`src/design/pxe_consts.svh`:
```
// constants for the serial port expander: pointer layout, bank codes, reset values
// assumes nothing; included by the package and the testbench
`ifndef PXE_CONSTS_SVH
`define PXE_CONSTS_SVH

// ----------------------------------------------------------------
// sizes
// ----------------------------------------------------------------
`define PXE_PINS        24
`define PXE_BANK_W      8
`define PXE_BANKS       3

// ----------------------------------------------------------------
// target address: fixed upper six bits, strap supplies the seventh
// ----------------------------------------------------------------
`define PXE_ADDR_BASE   6'h11
`define PXE_RW_READ     1'b1

// ----------------------------------------------------------------
// command pointer fields
// ----------------------------------------------------------------
`define PXE_AUTOSTEP_BIT 7
`define PXE_GRP_HI      3
`define PXE_GRP_LO      2
`define PXE_GRP_INPUT   2'h0
`define PXE_GRP_OUTPUT  2'h1
`define PXE_GRP_INVERT  2'h2
`define PXE_GRP_DIR     2'h3
`define PXE_BANK_LAST   2'h2

// ----------------------------------------------------------------
// reset values and bit slots
// ----------------------------------------------------------------
`define PXE_PTR_RESET   8'h00
`define PXE_OUT_RESET   24'hffffff
`define PXE_INV_RESET   24'h000000
`define PXE_DIR_RESET   24'hffffff
`define PXE_ACK_SLOT    4'h8
`define PXE_ACK_END     4'h9

`endif

```
`src/design/pxe_pkg.sv`:
```
// types for the serial port expander
// assumes pxe_consts.svh on the include path
package pxe_pkg;
    `include "pxe_consts.svh"

    typedef enum logic [2:0] {
        PH_IDLE, PH_ADDR, PH_CMD, PH_WR, PH_RD, PH_SKIP
    } pxe_phase_t;

    typedef struct packed {
        logic [2:0]           scl_sy;
        logic [2:0]           sda_sy;
        logic [2:0]           adr_sy;
        logic [`PXE_PINS-1:0] pin_s1;
        logic [`PXE_PINS-1:0] pin_s2;
        logic [`PXE_PINS-1:0] pin_s3;
        logic [`PXE_PINS-1:0] pin_f;
        logic                 scl_f;
        logic                 scl_d;
        logic                 sda_f;
        logic                 sda_d;
        logic                 adr_f;
        pxe_phase_t           phase;
        logic [3:0]           bcnt;
        logic [7:0]           shift;
        logic                 rw;
        logic                 nack;
        logic [7:0]           ptr;
        logic [`PXE_PINS-1:0] outv;
        logic [`PXE_PINS-1:0] inv;
        logic [`PXE_PINS-1:0] dir;
        logic                 sda_oe_n;
        logic                 sda_lvl;
    } pxe_state_t;
endpackage : pxe_pkg

```
`src/design/pxe_expander.sv`:
```
// serial-bus target of a 24-pin port expander with command pointer
// assumes scl, sda, strap and pins arrive asynchronous to i_clk_sys,
// and that the bench resolves the open-drain sda and push-pull pins
//
// What this block does
// - start resets bit state for address
// - stop returns to idle
// - matching address gets acknowledge on ninth clock
// - sda changes only while scl low
// - eight bits then one acknowledge, unlimited
// - sender releases sda before acknowledge
// - every received byte acknowledged
// - after nack device releases sda
// - address 010001 plus strap, msb first
// - address bit 0 high means read
// - first write byte loads the pointer
// - pointer bit 7 is autostep flag
// - pointer resets to 0x00
// - autostep advances low two pointer bits
// - fourth byte wraps to first bank
// - autostep skips reserved locations
// - flag clear keeps pointer fixed
// - input pin has both drivers off
// - output pin driven from output bank
// - reset restores defaults, pins inputs
// - codes 00-02 read pins, ignore writes
// - codes 04-06 output banks, read flops
// - codes 08-0a invert reported input level
// - codes 0c-0e direction, 03/07/0b/0f reserved
`timescale 1ns/1ps

module pxe_expander
    import pxe_pkg::*;
#(
    parameter int N_BANKS = `PXE_BANKS
) (
    // clock and reset
    input  wire logic                 i_clk_sys,
    input  wire logic                 i_resetn,
    // serial bus, open drain
    input  wire logic                 i_scl,
    input  wire logic                 i_sda,
    output logic                      o_sda,
    output logic                      o_sda_oe_n,
    // address strap
    input  wire logic                 i_addr_sel,
    // port pins
    input  wire logic [`PXE_PINS-1:0] i_bank_pin,
    output logic      [`PXE_PINS-1:0] o_bank_pin,
    output logic      [`PXE_PINS-1:0] o_bank_pin_oe_n
);

    // ----------------------------------------------------------------
    // elaboration check
    // ----------------------------------------------------------------
    if (N_BANKS != `PXE_BANKS) begin : g_bad_banks
        $error("pxe_expander serves exactly three banks");
    end

    pxe_state_t st;
    pxe_state_t n;

    logic       scl_rise;
    logic       scl_fall;
    logic       start_ev;
    logic       stop_ev;
    logic       addr_match;
    logic       ptr_legal;
    logic [4:0] bank_off;
    logic [7:0] rd_byte;

    // ----------------------------------------------------------------
    // bus events from filtered lines
    // ----------------------------------------------------------------
    assign scl_rise = st.scl_f & ~st.scl_d;
    assign scl_fall = ~st.scl_f & st.scl_d;
    // sda moving while scl stays high is never data
    assign start_ev = st.scl_f & st.scl_d & st.sda_d & ~st.sda_f;
    assign stop_ev  = st.scl_f & st.scl_d & ~st.sda_d & st.sda_f;
    assign addr_match = (st.shift[7:1] == {`PXE_ADDR_BASE, st.adr_f});

    // nonzero pointer bits 6:4 or bank 3 never touch storage
    assign ptr_legal = (st.ptr[6:4] == 3'h0) && (st.ptr[1:0] <= `PXE_BANK_LAST);
    assign bank_off  = {st.ptr[1:0], 3'h0};

    // ----------------------------------------------------------------
    // read mux
    // ----------------------------------------------------------------
    always_comb begin
        rd_byte = 8'h00;
        if (ptr_legal) begin
            unique case (st.ptr[`PXE_GRP_HI:`PXE_GRP_LO])
                `PXE_GRP_INPUT:  rd_byte = st.pin_f[bank_off +: 8] ^ st.inv[bank_off +: 8];
                `PXE_GRP_OUTPUT: rd_byte = st.outv[bank_off +: 8];
                `PXE_GRP_INVERT: rd_byte = st.inv[bank_off +: 8];
                `PXE_GRP_DIR:    rd_byte = st.dir[bank_off +: 8];
            endcase
        end
    end

    // autostep walks banks 0..2 and wraps, never landing on bank 3
    function automatic logic [7:0] pxe_step(input logic [7:0] p);
        logic [7:0] r;
        r = p;
        if (p[`PXE_AUTOSTEP_BIT]) begin
            if (p[1:0] >= `PXE_BANK_LAST) begin
                r[1:0] = 2'h0;
            end else begin
                r[1:0] = p[1:0] + 2'h1;
            end
        end
        return r;
    endfunction : pxe_step

    // ----------------------------------------------------------------
    // next state
    // ----------------------------------------------------------------
    always_comb begin
        n = st;
        n.sda_lvl = 1'b0;
        // three-stage synchronisers; a change counts when stages two and three agree
        n.scl_sy = {st.scl_sy[1:0], i_scl};
        n.sda_sy = {st.sda_sy[1:0], i_sda};
        n.adr_sy = {st.adr_sy[1:0], i_addr_sel};
        n.pin_s1 = i_bank_pin;
        n.pin_s2 = st.pin_s1;
        n.pin_s3 = st.pin_s2;
        if (st.scl_sy[1] == st.scl_sy[2]) begin
            n.scl_f = st.scl_sy[2];
        end
        if (st.sda_sy[1] == st.sda_sy[2]) begin
            n.sda_f = st.sda_sy[2];
        end
        if (st.adr_sy[1] == st.adr_sy[2]) begin
            n.adr_f = st.adr_sy[2];
        end
        n.pin_f = (~(st.pin_s2 ^ st.pin_s3) & st.pin_s3) | ((st.pin_s2 ^ st.pin_s3) & st.pin_f);
        n.scl_d = st.scl_f;
        n.sda_d = st.sda_f;

        if (stop_ev) begin
            n.phase    = PH_IDLE;
            n.sda_oe_n = 1'b1;
        end else if (start_ev) begin
            n.phase    = PH_ADDR;
            n.bcnt     = 4'h0;
            n.nack     = 1'b0;
            n.sda_oe_n = 1'b1;
        end else if (st.phase != PH_IDLE && st.phase != PH_SKIP) begin
            if (scl_rise) begin
                if (st.bcnt < `PXE_ACK_SLOT && st.phase != PH_RD) begin
                    n.shift = {st.shift[6:0], st.sda_f};
                end
                if (st.bcnt == `PXE_ACK_SLOT && st.phase == PH_RD) begin
                    n.nack = st.sda_f;
                    n.ptr  = pxe_step(st.ptr);
                end
                n.bcnt = st.bcnt + 4'h1;
            end else if (scl_fall) begin
                if (st.bcnt == `PXE_ACK_SLOT) begin
                    unique case (st.phase)
                        PH_ADDR: begin
                            if (addr_match) begin
                                n.rw       = st.shift[0];
                                n.sda_oe_n = 1'b0;
                            end else begin
                                n.phase = PH_SKIP;
                            end
                        end
                        PH_CMD: begin
                            n.ptr      = st.shift;
                            n.sda_oe_n = 1'b0;
                        end
                        PH_WR: begin
                            if (ptr_legal) begin
                                unique case (st.ptr[`PXE_GRP_HI:`PXE_GRP_LO])
                                    `PXE_GRP_INPUT:  ;
                                    `PXE_GRP_OUTPUT: n.outv[bank_off +: 8] = st.shift;
                                    `PXE_GRP_INVERT: n.inv[bank_off +: 8] = st.shift;
                                    `PXE_GRP_DIR:    n.dir[bank_off +: 8] = st.shift;
                                endcase
                            end
                            n.ptr      = pxe_step(st.ptr);
                            n.sda_oe_n = 1'b0;
                        end
                        PH_RD: begin
                            n.sda_oe_n = 1'b1;
                        end
                        default: begin
                            n.sda_oe_n = 1'b1;
                        end
                    endcase
                end else if (st.bcnt == `PXE_ACK_END) begin
                    n.bcnt     = 4'h0;
                    n.sda_oe_n = 1'b1;
                    unique case (st.phase)
                        PH_ADDR: begin
                            if (st.rw == `PXE_RW_READ) begin
                                n.phase    = PH_RD;
                                n.shift    = rd_byte;
                                n.sda_oe_n = rd_byte[7];
                            end else begin
                                n.phase = PH_CMD;
                            end
                        end
                        PH_CMD: n.phase = PH_WR;
                        PH_WR:  n.phase = PH_WR;
                        PH_RD: begin
                            if (st.nack) begin
                                n.phase = PH_SKIP;
                            end else begin
                                n.shift    = rd_byte;
                                n.sda_oe_n = rd_byte[7];
                            end
                        end
                        default: n.phase = PH_SKIP;
                    endcase
                end else if (st.phase == PH_RD && st.bcnt != 4'h0) begin
                    // next data bit goes out only while scl is low
                    n.shift    = {st.shift[6:0], 1'b0};
                    n.sda_oe_n = st.shift[6];
                end
            end
        end
    end

    // ----------------------------------------------------------------
    // state register
    // ----------------------------------------------------------------
    always_ff @(posedge i_clk_sys or negedge i_resetn) begin
        if (!i_resetn) begin
            st          <= '0;
            st.scl_sy   <= 3'h7;
            st.sda_sy   <= 3'h7;
            st.scl_f    <= 1'b1;
            st.scl_d    <= 1'b1;
            st.sda_f    <= 1'b1;
            st.sda_d    <= 1'b1;
            st.phase    <= PH_IDLE;
            st.ptr      <= `PXE_PTR_RESET;
            st.outv     <= `PXE_OUT_RESET;
            st.inv      <= `PXE_INV_RESET;
            st.dir      <= `PXE_DIR_RESET;
            st.sda_oe_n <= 1'b1;
        end else begin
            st <= n;
        end
    end

    // ----------------------------------------------------------------
    // outputs
    // ----------------------------------------------------------------
    assign o_sda           = st.sda_lvl;
    assign o_sda_oe_n      = st.sda_oe_n;
    // one driver on per output pin, both off for an input
    assign o_bank_pin      = st.outv;
    assign o_bank_pin_oe_n = st.dir;
endmodule : pxe_expander

```
`config.mk`:
```
export PLATFORM = sky130hd
export DESIGN_NAME = pxe_expander
export DESIGN_NICKNAME = d
export VERILOG_FILES = /design/src/design/pxe_pkg.sv /design/src/design/pxe_expander.sv
export VERILOG_INCLUDE_DIRS = /design/src /design/src/design
export SDC_FILE = /design/constraint.sdc
export NUM_CORES = 1
export LEC_CHECK = 0
export BUFFER_PORTS_ARGS = -buffer_cell sky130_fd_sc_hd__buf_2
export CORE_ASPECT_RATIO = 2
export CORE_MARGIN = 8
export CORE_UTILIZATION = 40
export DETAILED_ROUTE_END_ITERATION = 7
export GPL_ROUTABILITY_DRIVEN = 0
export PLACE_DENSITY = 0.59
export SYNTH_ARGS = -nofsm -noshare
export SYNTH_HDL_FRONTEND = slang
export SYNTH_SLANG_ARGS = --single-unit
```
`constraint.sdc`:
```
create_clock -name i_clk_sys -period 4.14 [get_ports i_clk_sys]
set_clock_uncertainty 0.1 [all_clocks]
set_input_delay 0.207 -clock i_clk_sys [delete_from_list [all_inputs] [get_ports i_clk_sys]]
set_output_delay 0.207 -clock i_clk_sys [all_outputs]
set_load 0.005 [all_outputs]
```
==> metrics, run 1 <==
Synth Cell Area 9270 um^2; CORE AREA 23000 um^2; initial antenna violation count 0; r2r setup slk 1410 ps; Max Root-Sink Buffers 3; Mapped Avg Cell Area 11.5 um^2; P&R area growth vs syn 11.2%; sinks on the clock net 208; leading cell type by number of instances after synthesis dfrtp_1; die width 124 um; share of layout cells above drive strength 1 0.273; WS Path Type register to register; Post-synth top flop dfrtp_1; Power Density 409 nW/um^2; area share of the largest cell type after synthesis 0.402; Max-slew headroom 0.432; Clock Latency Late Sink 490 ps; Residual DRC 0; CTS tree yes; total of max-cap violations 0; clock root buffer clkbuf_16; routed vias 5869; CP startpoint kind register; class of the worst hold path register to register; PortBufs 77; CTS Buf Count 19; XOR/XNOR share of the synthesized area 0.0104; Final Setup Violations 0; mux cell area share after synthesis 0.0513; Initial Util 0.403; crit-path max FO 34; Post-DP HPWL 14500 um; Hold Vio Cnt, Final 0; Yosys cell types 65; setup TNS 0 ps; RSZ-0062 raised after global routing no; Final ANT Viol Nets 0; row count 79; Async S/R FF share, synth 1.00; crit-path cells buf_4, inv_1, ha_1, nor3b_2, nand2_1, o21ai_2; first drt pass iteration count 5; Leak 4.21 nW; Ys Warns 0; arrival time at the worst endpoint 3040 ps; Synth Instances 806; Post-synth EDFFs 0; clock slew seen by the registers of the worst setup and hold paths 70 ps; Req. time, crit path 4450 ps; RR Startpoint bank_off[4]; Commonest cells post-synth dfrtp_1 (149), nand2_1 (125), dfstp_2 (59); status complete, no violations; worst hold start n[201]; Fill cells 2120; I/O Pins 79; WL final 20800 um; Setup crit end kind register; Yosys reg bits 208; Power, Total 4.22 mW; Slowest-stage cell, CP nor3b_2; GR Util All Layers 0.151; Max VDD drop 0.353 mV; nets in the synthesized netlist 847; drt wl/cell 18.2 um; post-CTS resize count 0; H-tree Lvls 1; top cells by area, synth dfrtp_1 (40%), dfstp_2 (17%), nand2_1 (5.1%); drt via density 5.13; die area 28600 um^2; Congestion Overflow GR 0; first-pass GRT wire length 34100 um; Post-Synth Simple-Gate Area 0.119; worst reg2reg path depth 6; pin count of the biggest net entering global routing 108; initial drt markers 343; vias in the first global route 6076; Synth area leader dfrtp_1; Ant. Diodes 0; FMAX 0.367 GHz; final net count 888; crit-path max cell delay 490 ps; Compound-Gate Fraction of Synth Area 0.128; Adder-Cell Fraction of Synth Area 0.0453; sink of the worst hold path n[202]; Die H 231 um; Worst-Margin Slew 845 ps; Hold Path Cell Cnt 0; min cycle time layout 2730 ps; Max Slew Vio Count 0; main combinational cell family by area after synthesis compound AO/OA/AOI/OAI gates; period utilization 0.659; register area share after synthesis 0.569
-- critical path: cells and delay by family (launching register included) --
family / cells / cell delay, ps
buffers and inverters: 2 / 850
flip-flops: 1 / 330
adder cells (fa/ha/maj): 1 / 430
AND/OR/NAND/NOR: 2 / 730
AO/OA/AOI/OAI: 1 / 170
-- cells by family (layout without fill, tap and decap cells) --
family | count (synthesis) | after routing
AND/OR/NAND/NOR | 209 | 209
flip-flops | 208 | 208
AO/OA/AOI/OAI | 188 | 188
buffers and inverters | 104 | 158
multiplexers | 46 | 46
adder cells (fa/ha/maj) | 39 | 39
XOR/XNOR | 11 | 11
other | 1 | 1
-- how the worst max path moves through the flow --
stage,start,depth (start not counted),endpoint,slack [ps]
final,bank_off[4],6,register,1410
after global routing,bank_off[4],6,register,1160
after CTS,bank_off[4],6,register,1380
after detailed placement,bank_off[4],6,register,1420
after global placement,bank_off[4],6,register,1460
after floorplan,st[102],12,register,1780
-- power breakdown --
| part | internal [mW] | switching, mW | leakage [nW] | total [mW] |
|---|---|---|---|---|
| logic | 0.117 | 0.153 | 1.45 | 0.269 |
| registers | 2.13 | 0.109 | 2.46 | 2.24 |
| clock network | 0.938 | 0.775 | 0.294 | 1.71 |
-- layout by cell type, fill, tap and decap left out, drive strengths merged, types with 5 or more instances in the layout --
master       netlist  layout
nor3b              5       5
a211oi             5       5
o21a               5       5
dlygate4sd3        0      28
buf               78      85
dfrtp            149     149
mux2              12      12
nor3               5       5
xnor2              9       9
o221ai             6       6
a211o              8       8
dfstp             59      59
mux2i             34      34
maj3              27      27
o211ai             5       5
o21ai            106     106
nand4              5       5
ha                12      12
nor2b              6       6
nand2            131     131
nand3             10      10
clkbuf            16      27
a21oi             33      33
and2               6       6
inv                9      13
nor2              18      18
-- metal layers --
layer	wire length, um	track usage
met5	0	0
met4	335	0.0345
met1	9510	0.210
met2	9940	0.240
met3	1060	0.0234
-- stage by stage --
step           std cells  utilization  area, um^2  hold WS [ps]  worst slack [ps]
2_1_floorplan        806            -        9270          -189              1780
3_3_place_gp        1081        0.409        9430           214              1460
3_5_place_dp        1081        0.409        9430           213              1420
4_1_cts             1143        0.448       10300           235              1380
5_1_grt             1143        0.448       10300           243              1160
6_report            1143        0.448       10300           248              1410
-- cell type report --
class                           instances  area [um^2]  area share
Clock buffer                           26          542      0.0525
Sequential cell                       208         5280       0.512
Timing Repair Buffer                  114          742      0.0719
Multi-Input combinational cell        494         3290       0.319
Clock inverter                          8         66.3     0.00643
Tap cell                              283          354      0.0343
Inverter                               10         37.5     0.00364
-- timing repair --
item                                   in CTS  in global routing
hold buffers                               28                  0
setup buffers                               0                  0
endpoints found under the hold margin      98                  0
Power figures use the tool's default switching activity.
==> run 2, diff against run 1 <==
PLACE_DENSITY = 0.61   (was 0.59)
clock period = 2.25 ns   (was 4.14 ns; I/O delays follow)
==> metrics, run 2 (synthesized netlist as in run 1, its figures left out) <==
FMAX 0.449 GHz (+22%); share of layout cells above drive strength 1 0.338 (+0.0648); Max-slew headroom 0.572 (+0.140); arrival time at the worst endpoint 2560 ps (-480 ps); sinks on the clock net 208 (unchanged); Final ANT Viol Nets 0 (unchanged); total of max-cap violations 0 (unchanged); P&R area growth vs syn 19.4%; final net count 944 (+6.3%); Clock Latency Late Sink 500 ps (about the same); Max Root-Sink Buffers 3 (unchanged); first-pass GRT wire length 33200 um (-2.5%); CP startpoint kind register; setup TNS 0 ps (unchanged); Worst-Margin Slew 639 ps (-206 ps); drt wl/cell 18.0 um (-1.4%); commonest cells after routing, fill and taps aside dfrtp_1 (149), nand2_1 (121), buf_2 (76), dfstp_2 (59), o21ai_1 (51); period utilization 0.990 (+0.331); r2r setup slk 20 ps (-1390 ps); die width 124 um (unchanged); Residual DRC 0 (unchanged); Final Setup Violations 0 (unchanged); Max Slew Vio Count 0 (unchanged); min cycle time layout 2230 ps (-501 ps); CORE AREA 23000 um^2 (unchanged); first drt pass iteration count 5 (unchanged); Max VDD drop 0.689 mV (+95%); Die H 231 um (unchanged); routed vias 6213 (+5.9%); RSZ-0062 raised after global routing yes; commonest non-fill, non-tap cell in the layout dfrtp_1; die area 28600 um^2 (unchanged); Hold Vio Cnt, Final 0 (unchanged); Ant. Diodes 0 (unchanged); clock slew seen by the registers of the worst setup and hold paths 60 ps (about the same); worst reg2reg path depth 10 (+4); post-placement cell count 1116 (+3.2%); Setup crit end kind register; crit-path max FO 8 (-76%); PortBufs 77 (unchanged); I/O Pins 79 (unchanged); Req. time, crit path 2580 ps (-1870 ps); final instance area 11100 um^2 (+7.4%); initial antenna violation count 0 (unchanged); Place WS -98.5 ps (-1510 ps); status complete, no violations; Layout Cells excl Fill 1197 (+4.7%); CTS Buf Count 20 (+1); Initial Util 0.403 (unchanged); class of the worst hold path input pin to asynchronous set/reset pin; vias in the first global route 6140 (+1.1%); Post-DP HPWL 14700 um (+1.3%); Fill cells 2062 (-2.7%); drt via density 5.19 (+1.1%); Power Density 735 nW/um^2 (+80%); WS Path Type register to register; GR Util All Layers 0.149 (-0.00230); H-tree Lvls 1 (unchanged); CTS tree yes; row count 79 (unchanged); Cell Area, Placed 9750 um^2 (+3.4%); clock root buffer clkbuf_16; WL final 21500 um (+3.2%); RR Startpoint st[102]; Leak 4.56 nW (+8.5%); pin count of the biggest net entering global routing 65 (-40%); Final WS setup 22.8 ps (-1390 ps); Congestion Overflow GR 0 (unchanged); initial drt markers 516 (+50%)
==> run 2: how the worst max path moves through the flow <==
stage,from,end,slack (ps)
global route,st[102],register,-50
detailed placement,st[93],register,-100
global placement,st[77],st[91],-60
CTS,st[93],bank_off[3],20
finish,st[102],register,20
floorplan,st[102],register,-20
==> run 2: timing repair <==
action	in CTS	in global routing
resized for setup	2	28
hold buffers	28	0
endpoints found under the setup margin	34	90
setup buffers	10	4
pin swaps	1	5
hold endpoints to repair	182	0
cloned	0	6
==> run 2: critical path, stage by stage, from the launching register on <==
cell and delay [ps]:
dfstp_2 550, inv_2 40, ha_4 150, nand2b_4 150, a211oi_4 230, and3_4 320, buf_6 130, nand4_4 130
clkbuf_16 220, nand2_2 70, o21ai_2 50
==> run 2: final cells by class <==
class                   instances  area, um^2  area share
multi-input cells             498        3480       0.314
flip-flops and latches        208        5280       0.477
inverters                      10        37.5     0.00339
clock buffers                  24         526      0.0475
well taps                     283         354      0.0320
repair buffers                165        1260       0.114
clock inverters                 9         138      0.0124
==> run 2: power breakdown <==
part	switching (mW)	internal [mW]
registers	0.118	3.92
clock network	1.40	2.01
logic	0.392	0.292
total	1.91	6.23
==> run 2: routing by layer <==
metal,up-vias,global-route usage,wire length (um)
met5,-,0,0
met4,0,0.0617,754
met3,41,0.0278,1520
met2,196,0.232,10000
met1,3022,0.197,9250
li1,2954,-,-
==> run 2: metrics by stage <==
step / util / hold WS [ps] / total power, mW
6_report: 0.481 / 75.0 / 8.14
5_1_grt: 0.481 / 120 / 8.47
4_1_cts: 0.470 / 78.7 / 8.24
3_5_place_dp: 0.423 / 30.3 / 4.73
3_3_place_gp: 0.423 / 30.1 / 4.72
2_1_floorplan: - / -283 / 4.41
